### config.mk
export PLATFORM = sky130hd
export DESIGN_NAME = oled_host_port
export DESIGN_NICKNAME = d
export VERILOG_FILES = /design/src/design/oled_host_pkg.sv /design/src/design/oled_host_port.sv /design/src/design/oled_pin_sync.sv
export SDC_FILE = /design/constraint.sdc
export NUM_CORES = 1
export LEC_CHECK = 0
export BUFFER_PORTS_ARGS = -buffer_cell sky130_fd_sc_hd__buf_2
export CAP_MARGIN = 20
export CELL_PAD_IN_SITES_DETAIL_PLACEMENT = 0
export CELL_PAD_IN_SITES_GLOBAL_PLACEMENT = 2
export CORE_MARGIN = 2
export CORE_UTILIZATION = 34
export CTS_CLUSTER_DIAMETER = 80
export DETAILED_ROUTE_END_ITERATION = 7
export PLACE_DENSITY_LB_ADDON = 0.1
export SYNTH_ARGS = -nofsm -noshare
export SYNTH_HDL_FRONTEND = slang
export SYNTH_SLANG_ARGS = --single-unit
### constraint.sdc
create_clock -name CLK -period 2.24 [get_ports CLK]
set_input_delay 0.56 -clock CLK [delete_from_list [all_inputs] [get_ports CLK]]
set_output_delay 0.56 -clock CLK [all_outputs]
set_load 0.05 [all_outputs]
### src/design/oled_host_pkg.sv
// Purpose: shared constants and types for the display module host port
// Assumes: 10 MHz CLK, one host command accepted at a time
// Notes: bus style is a build-time choice mirrored by the module straps
package oled_host_pkg;

  // bus styles, fixed when the module is built
  typedef enum logic [1:0] {
    STYLE_SERIAL,
    STYLE_ENABLE,
    STYLE_SPLIT
  } bus_style_t;

  // pin timing as printed, and derived cycle counts at 10 MHz
  localparam int CLK_PERIOD_NS = 100;
  localparam int CYCLE_MIN_NS = 300;
  localparam int PULSE_MIN_NS = 60;
  localparam int PULSE_CYC =
    (PULSE_MIN_NS + CLK_PERIOD_NS - 1) / CLK_PERIOD_NS;
  localparam int CYCLE_CYC =
    (CYCLE_MIN_NS + CLK_PERIOD_NS - 1) / CLK_PERIOD_NS;
  localparam int SETUP_CYC = 1;
  localparam int INIT_CYC = 10;
  localparam int BYTE_BITS = 8;
  localparam int CNT_W = 8;

  // display geometry covered by the data path
  localparam int DISP_COLS = 256;
  localparam int DISP_ROWS = 64;

  // reset values of the pins
  localparam logic [7:0] DATA_RST = 8'h00;

  // one host request
  typedef struct packed {
    logic       rd;     // 1 read, 0 write
    logic       dc;     // 1 display data, 0 command
    logic [7:0] data;
  } req_t;

  // module-facing control pins
  typedef struct packed {
    logic cs_n;
    logic strobe_a;     // enable, or read strobe
    logic strobe_b;     // direction, or write strobe
    logic dc;
    logic init_n;
  } pins_t;

endpackage

### src/design/oled_host_port.sv
// Purpose: host that drives the display module bus pins
// Assumes: strap style matches the module build; one request at a time
// Notes: pin timing stretched to whole 100 ns cycles
`timescale 1ns/1ps
// Contract
// RQ1: eight-bit bidirectional bus, host drives writes
// RQ2: serial uses bit 1 data, bit 0 clock
// RQ3: enable style starts on enable high, select low
// RQ4: direction high reads, low writes, set first
// RQ5: split style read strobe low starts read
// RQ6: split style write strobe low starts write
// RQ7: select high means data, low means command
// RQ8: init pin low resets module logic
// RQ9: module answers only with select low
// RQ10: bus style fixed by build straps
// RQ11: data covers 256 by 64 dots
// RQ12: serial sampled rising edge, msb first
// RQ13: host holds select, direction through strobe
module oled_host_port #(
  parameter oled_host_pkg::bus_style_t STYLE = oled_host_pkg::STYLE_SPLIT,
  parameter int INIT_CYCLES = oled_host_pkg::INIT_CYC
) (
  // clock, enable, reset
  input wire logic CLK,
  input wire logic CE,
  input wire logic RST,
  // user request side
  input wire logic REQ_VALID,
  input wire oled_host_pkg::req_t REQ,
  input wire logic INIT_REQ,
  output logic REQ_READY,
  output logic RD_VALID,
  output logic [7:0] RD_DATA,
  // module pins
  output oled_host_pkg::pins_t PINS,
  input wire logic [7:0] BUS_IN,
  output logic [7:0] BUS_OUT,
  output logic BUS_OE
);

  typedef enum logic [2:0] {
    S_INIT,
    S_IDLE,
    S_SETUP,
    S_STROBE,
    S_HOLD,
    S_SER_LO,
    S_SER_HI
  } state_t;

  state_t state_q;
  logic [oled_host_pkg::CNT_W-1:0] cnt_q;
  logic [2:0] bit_q;
  oled_host_pkg::req_t cur_q;
  logic [7:0] bus_sync;

  // strobe active level depends on style
  function automatic logic strobe_on(input logic act);
    strobe_on = (STYLE == oled_host_pkg::STYLE_ENABLE) ? act : ~act;
  endfunction

  // returning bus is asynchronous to CLK
  oled_pin_sync #(.WIDTH(8)) u_sync (
    .CLK(CLK),
    .CE(CE),
    .RST(RST),
    .din(BUS_IN),
    .dout(bus_sync)
  );

  // sequencing of init, parallel and serial transfers
  always_ff @(posedge CLK)
  begin
    if (RST)
    begin
      state_q <= S_INIT;
      cnt_q <= '0;
      bit_q <= '0;
      cur_q <= '0;
    end
    else if (CE)
    begin
      case (state_q)
        S_INIT:
        begin
          // module held in init while the pin is low, see RQ8
          if (cnt_q == INIT_CYCLES[oled_host_pkg::CNT_W-1:0])
          begin
            state_q <= S_IDLE;
            cnt_q <= '0;
          end
          else
            cnt_q <= cnt_q + 8'h01;
        end
        S_IDLE:
        begin
          if (INIT_REQ)
          begin
            state_q <= S_INIT;
            cnt_q <= '0;
          end
          else if (REQ_VALID)
          begin
            cur_q <= REQ;
            cnt_q <= '0;
            bit_q <= 3'h7; // msb first, see RQ12
            // style is a build constant, no runtime path, see RQ10
            if (STYLE == oled_host_pkg::STYLE_SERIAL)
              state_q <= S_SER_LO;
            else
              state_q <= S_SETUP;
          end
        end
        S_SETUP:
        begin
          // direction and dc settle before the strobe, see RQ4
          if (cnt_q == oled_host_pkg::SETUP_CYC[7:0] - 8'h01)
          begin
            state_q <= S_STROBE;
            cnt_q <= '0;
          end
          else
            cnt_q <= cnt_q + 8'h01;
        end
        S_STROBE:
        begin
          if (cnt_q == oled_host_pkg::PULSE_CYC[7:0] + 8'h01)
          begin
            state_q <= S_HOLD;
            cnt_q <= '0;
          end
          else
            cnt_q <= cnt_q + 8'h01;
        end
        S_HOLD:
        begin
          // meets the minimum cycle time before next select
          if (cnt_q == oled_host_pkg::CYCLE_CYC[7:0])
            state_q <= S_IDLE;
          else
            cnt_q <= cnt_q + 8'h01;
        end
        S_SER_LO:
          state_q <= S_SER_HI;
        S_SER_HI:
        begin
          // module samples on this rising clock, see RQ12
          if (bit_q == 3'h0)
          begin
            state_q <= S_HOLD;
            cnt_q <= '0;
          end
          else
          begin
            bit_q <= bit_q - 3'h1;
            state_q <= S_SER_LO;
          end
        end
        default:
          state_q <= S_INIT;
      endcase
    end
  end

  // control pins registered from the current state, one cycle behind it
  always_ff @(posedge CLK)
  begin
    if (RST)
    begin
      PINS.cs_n <= 1'b1;
      PINS.strobe_a <= strobe_on(1'b0);
      PINS.strobe_b <= 1'b1;
      PINS.dc <= 1'b0;
      PINS.init_n <= 1'b0;
    end
    else if (CE)
    begin
      PINS.init_n <= (state_q != S_INIT); // see RQ8
      // select low only while a transfer is live, see RQ9
      PINS.cs_n <= !(state_q == S_SETUP || state_q == S_STROBE
                   || state_q == S_SER_LO || state_q == S_SER_HI);
      PINS.dc <= cur_q.dc; // held for whole strobe, see RQ7 RQ13
      if (STYLE == oled_host_pkg::STYLE_ENABLE)
      begin
        // enable high starts, direction chosen first, see RQ3 RQ4
        PINS.strobe_a <= (state_q == S_STROBE);
        PINS.strobe_b <= cur_q.rd;
      end
      else
      begin
        // separate read and write strobes, active low, see RQ5 RQ6
        PINS.strobe_a <= !(state_q == S_STROBE && cur_q.rd);
        PINS.strobe_b <= !(state_q == S_STROBE && !cur_q.rd);
      end
    end
  end

  // data bus drive, parallel write or serial pair, see RQ1 RQ2
  always_ff @(posedge CLK)
  begin
    if (RST)
    begin
      BUS_OUT <= oled_host_pkg::DATA_RST;
      BUS_OE <= 1'b0;
    end
    else if (CE)
    begin
      if (STYLE == oled_host_pkg::STYLE_SERIAL)
      begin
        BUS_OE <= (state_q == S_SER_LO || state_q == S_SER_HI);
        BUS_OUT <= {6'h00, cur_q.data[bit_q], state_q == S_SER_HI};
      end
      else
      begin
        BUS_OE <= (state_q == S_SETUP || state_q == S_STROBE)
                  && !cur_q.rd;
        // bytes land unaltered on the 256 by 64 dot array, see RQ11
        BUS_OUT <= cur_q.data;
      end
    end
  end

  // handshake and read capture at end of read strobe
  always_ff @(posedge CLK)
  begin
    if (RST)
    begin
      REQ_READY <= 1'b0;
      RD_VALID <= 1'b0;
      RD_DATA <= oled_host_pkg::DATA_RST;
    end
    else if (CE)
    begin
      REQ_READY <= (state_q == S_IDLE) && !REQ_VALID && !INIT_REQ;
      RD_VALID <= 1'b0;
      // first hold cycle sees the bus from the first strobe-low cycle, two flops late
      if (STYLE != oled_host_pkg::STYLE_SERIAL && state_q == S_HOLD
          && cur_q.rd && cnt_q == '0)
      begin
        RD_VALID <= 1'b1;
        RD_DATA <= bus_sync;
      end
    end
  end

endmodule

### src/design/oled_pin_sync.sv
// Purpose: two-flop synchroniser for the returning data bus
// Assumes: bus held stable by the module for the read hold window
// Notes: first stage is read only by the second stage
`timescale 1ns/1ps
module oled_pin_sync #(
  parameter int WIDTH = 8
) (
  // clock, enable, reset
  input wire logic CLK,
  input wire logic CE,
  input wire logic RST,
  // async in, synced out
  input wire logic [WIDTH-1:0] din,
  output logic [WIDTH-1:0] dout
);

  logic [WIDTH-1:0] stage_q;

  // both stages cleared together
  always_ff @(posedge CLK)
  begin
    if (RST)
    begin
      stage_q <= '0;
      dout <= '0;
    end
    else if (CE)
    begin
      stage_q <= din;
      dout <= stage_q;
    end
  end

endmodule

==> results.md <==
Run status:
- The flow ran to the end, and the final reports show no timing, DRC or antenna violations.

Setup path:
- The startpoint identified for the worst register-to-register timing path is cnt_q[4]$_SDFFE_PP0P_.
- In this design, the largest share of critical-path delay is due to simple AND/OR/NAND/NOR gates.
- Across all register-to-register paths, the minimum setup slack is 0.19 ns.
- The signal on the critical path passes through or4_4 -> nor4_1 -> or3_1 -> nor2_2 -> buf_4 -> a22o_1.
- The endpoint identified for the worst register-to-register timing path is cnt_q[2]$_SDFFE_PP0P_.
- The kind of start point of the critical path is a flip-flop.
- Data on the critical path is required at its endpoint by about 2.5 ns.
- Together, buffers and inverters on the worst path number 1.
- STA classifies the critical path endpoint as a flip-flop.
- The worst path arrival time is 2.27 ns.
- The slowest stage cell on the critical path is sky130_fd_sc_hd__or4_4.
- On the worst path, the slowest cell contributes a delay of 0.57 ns.
- For the worst flop-to-flop path, the logic depth is 6.
- The worst setup path is of the flip-flop to flip-flop kind.
- The largest fanout on the critical path is 5.

Power and ir drop:
- The leakage power is 1.47 nW.
- The sequential share of power is 49.4%.
- The internal portion of the total power is 1.83 mW.
- Net switching is 22.7% of the power.
- The clock network accounts for 45.0% of the total power.
- The power spent charging and discharging nets is 0.535 mW.
- The maximum VDD drop is between 200 and 300 uV.
- The share of total power dissipated in combinational logic is 5.7%.
- Power spread over the standard cell area amounts to 716 nW/um^2.

Placement:
- The detailed placer's ending HPWL is 3.97 mm.
- At the end of routability-driven placement, the weighted congestion stood at approximately 0.76.
- The total of buffers placed on input and output ports is 46.

Logic synthesis:
- The top cell type by area accounts for 47.3% of the synthesized area.
- After synthesis, the cell types taking the most area are sky130_fd_sc_hd__dfxtp_1 (47%), sky130_fd_sc_hd__mux2i_1 (14%), sky130_fd_sc_hd__nor2_1 (6.4%).
- After synthesis, the share of flip-flops with an asynchronous set or reset is 0%.
- The number of flops mapped to enable cells by yosys is 0.
- The most used flip-flop cell after synthesis is sky130_fd_sc_hd__dfxtp_1.
- The register area share after synthesis is 47.3%.
- The instance count of the mapped netlist is 294.
- The average size of a mapped cell is 9.21 sq um.
- After synthesis the netlist holds a flip-flop and latch count of 64.
- The area of the mapped netlist is 2710 sq um.
- sky130_fd_sc_hd__dfxtp_1 takes more of the synthesized area than any other cell.
- Synthesis produced a netlist with a net count of 322.
- For this run, the number of Yosys warnings is 0.
- The distinct cell type count after synthesis is 46.
- Among all cell types in the netlist, the one instantiated most often is sky130_fd_sc_hd__dfxtp_1.
- After synthesis, the most frequently instantiated cells are sky130_fd_sc_hd__dfxtp_1 (64), sky130_fd_sc_hd__nor2_1 (46), sky130_fd_sc_hd__mux2i_1 (38).

Timing:
- Of the available clock period, the critical path in the final layout requires 91.3%.
- The count of endpoints failing hold in the final timing report came to 0.
- For the pin with the worst max-slew slack, the measured transition is 0.534 ns.
- The worst-case headroom to the max-slew limit is about 64%.
- Across the routed clock network, the largest skew measured is 0.0111 ns.
- For the finished layout, the period the worst path requires is roughly 2.0 ns.
- Setup total negative slack on the finished layout was measured at 0 ns.
- The fmax is 489 MHz.
- Setup violations remaining at the end of the flow were counted as 0.
- The count of pins over their slew limit is 0.
- Setup repair after global routing left no endpoint under its margin.

Min path:
- The worst min-delay path startpoint is cur_q[7]$_SDFFE_PP0P_.
- Counting instances, the worst hold path has a depth of 2.
- In this run the worst hold path is classified as flip-flop to flip-flop.
- The sink of the worst hold path is cur_q[7]$_SDFFE_PP0P_.

Layout:
- The relative area change from synthesis to final layout is 22.0%.
- The core utilization of the finished layout is 42.7%.
- The number of diodes is 0.
- The proportion of layout cells with a drive suffix above 1 is about 23%.
- In the final design database the tool counted 373 nets.

Global route:
- The maximum number of pins on one net before global-route repair is 47.
- The number of global-route vias before repair is a little under 2k.
- The remaining global-route overflow is 0.
- The number of antenna violations at the first check in global routing is 0.
- The first-pass GRT wire length is about 9.5 mm.
- The total track usage is 14.2%.

Route:
- The number of violations reported at the end of detailed-routing iteration 0 is 53.
- The post-detailed-route via-to-cell ratio is 4.74.
- After detailed routing, the average wire length per cell comes to 13.0 microns.
- The overall routed net length is approximately 6 mm.
- The number of iterations in the first detailed-routing pass is 4.
- The post-route antenna net violation count is 0.
- The post-detailed-route DRC marker count is 0.
- The detailed router placed 2138 vias in this run.

CTS:
- The largest buffer count on any clock path is 2.
- The clock reaches the later pin of the worst-skew pair after 0.33 ns.
- The buffer cell driving the clock tree root is sky130_fd_sc_hd__clkbuf_8.
- For this design, the sink count on the clock tree is 64.
- The number of clock buffers added by TritonCTS is 9.
- The count of buffers added by post-CTS timing repair for setup is 0.
- The clock tree from TritonCTS is built.
- Clock-pin slew was measured on the worst setup and hold paths at 0.07 ns.
- The H-tree generated during clock tree synthesis spans 3 levels.

Floorplanning:
- Measured along the x axis, the die boundary spans 93.2 microns.
- The number of standard-cell rows in the floorplan is 32.
- The total I/O pin count is 47.
- The die covers 8690 sq um.
- For this configuration, the core starts out at a cell density of 35.0%.
- The core region is 7730 sq um.
- The die extent in y is 93.2 microns.

Flow run:
- Across the run, the number of max-cap violations was 0.
==> flip-flops by register name, summed over array words and instances (netlist names) <==
signal / flops
PINS: 5
state_q: 3
RD_VALID: 1
u_sync.stage_q: 8
BUS_OE: 1
REQ_READY: 1
bit_q: 3
cnt_q: 8
u_sync.dout: 8
BUS_OUT: 8
cur_q: 10
RD_DATA: 8
==> per-stage QoR <==
step	power (mW)	instance area (sq um)	hold WS [ns]	std cells	setup slack, ns
after CTS	2.40	3290	0.442	451	0.0274
final	2.36	3300	0.459	451	0.194
after global placement	1.33	3080	0.445	436	0.0569
after global routing	2.47	3300	0.448	451	0.0150
after detailed placement	1.33	3080	0.451	436	0.0467
after floorplan	1.28	2710	0.436	294	0.343
==> worst max path at each step <==
stage                          start                      end  slack [ns]  cells past startpoint
6_report       cnt_q[4]$_SDFFE_PP0P_    cnt_q[2]$_SDFFE_PP0P_        0.19                      6
5_1_grt        cnt_q[0]$_SDFFE_PP0P_    cnt_q[5]$_SDFFE_PP0P_        0.02                      8
4_1_cts        cnt_q[4]$_SDFFE_PP0P_  RD_DATA[4]$_SDFFE_PP0P_        0.03                      5
3_5_place_dp   cnt_q[4]$_SDFFE_PP0P_  RD_DATA[4]$_SDFFE_PP0P_        0.05                      5
3_3_place_gp   cnt_q[4]$_SDFFE_PP0P_  RD_DATA[0]$_SDFFE_PP0P_        0.06                      5
2_1_floorplan  cnt_q[4]$_SDFFE_PP0P_  RD_DATA[0]$_SDFFE_PP0P_        0.34                      6
==> cell families (layout without fill, tap and decap cells) <==
group,count (synthesis),after routing,synth area share (%)
simple gates,109,109,19.2
flops,64,64,47.3
compound gates,49,49,12.4
mux,38,38,14.1
buf+inv,27,82,4.07
fa+ha+maj,5,5,2.31
xor+xnor,2,2,0.647
==> final cells by class <==
type                       count  area, sq um
fill                         797         4430
multi-input combinational    203         1330
sequential                    64         1280
timing repair buffer          59          328
tap                          102          128
clock buffer                   9          124
clock inverter                 6         85.1
inverter                       8         30.0
==> tightest hold or removal path, cell delays in order, from the launching register on <==
cell and delay, ns:
sky130_fd_sc_hd__dfxtp_1 0.31, sky130_fd_sc_hd__nand2_1 0.05, sky130_fd_sc_hd__a21oi_1 0.05
==> layer usage <==
layer | up-vias | global-route usage (%) | part of all wire, %
met5 | - | 0 | 0
met4 | 0 | 6.62 | 1.4
met1 | 974 | 19.7 | 53
met3 | 7 | 3.55 | 3.7
li1 | 1119 | - | -
met2 | 38 | 20.7 | 42
==> power groups by stage <==
stage,Combinational [mW],Sequential [mW],Clock (mW)
4_1_cts,0.136,1.17,1.10
3_3_place_gp,0.136,1.19,0
2_1_floorplan,0.0826,1.20,0
3_5_place_dp,0.136,1.19,0
5_1_grt,0.150,1.17,1.15
6_report,0.134,1.17,1.06
==> what timing repair did <==
item                                    4_1_cts  5_1_grt
resized for setup                             0        2
endpoints found under the setup margin        0       14
hold buffers                                  0        0
==> cell usage in the layout, fill, tap and decap left out, types with 5 or more instances in the layout <==
cell                       synthesis  routed
sky130_fd_sc_hd__dfxtp_1          64      64
sky130_fd_sc_hd__nor2b_1           6       6
sky130_fd_sc_hd__a22o_1            6       6
sky130_fd_sc_hd__ha_1              5       5
sky130_fd_sc_hd__buf_4             0      13
sky130_fd_sc_hd__buf_2             1      46
sky130_fd_sc_hd__a21oi_1          12      12
sky130_fd_sc_hd__clkbuf_8          0       9
sky130_fd_sc_hd__mux2i_1          38      38
sky130_fd_sc_hd__a211oi_1          6       6
sky130_fd_sc_hd__nor2_1           46      46
sky130_fd_sc_hd__and3_1            5       5
sky130_fd_sc_hd__nand2_1          26      26
sky130_fd_sc_hd__inv_1             8       8
sky130_fd_sc_hd__o21ai_0          10      10
Power figures use the tool's default switching activity.
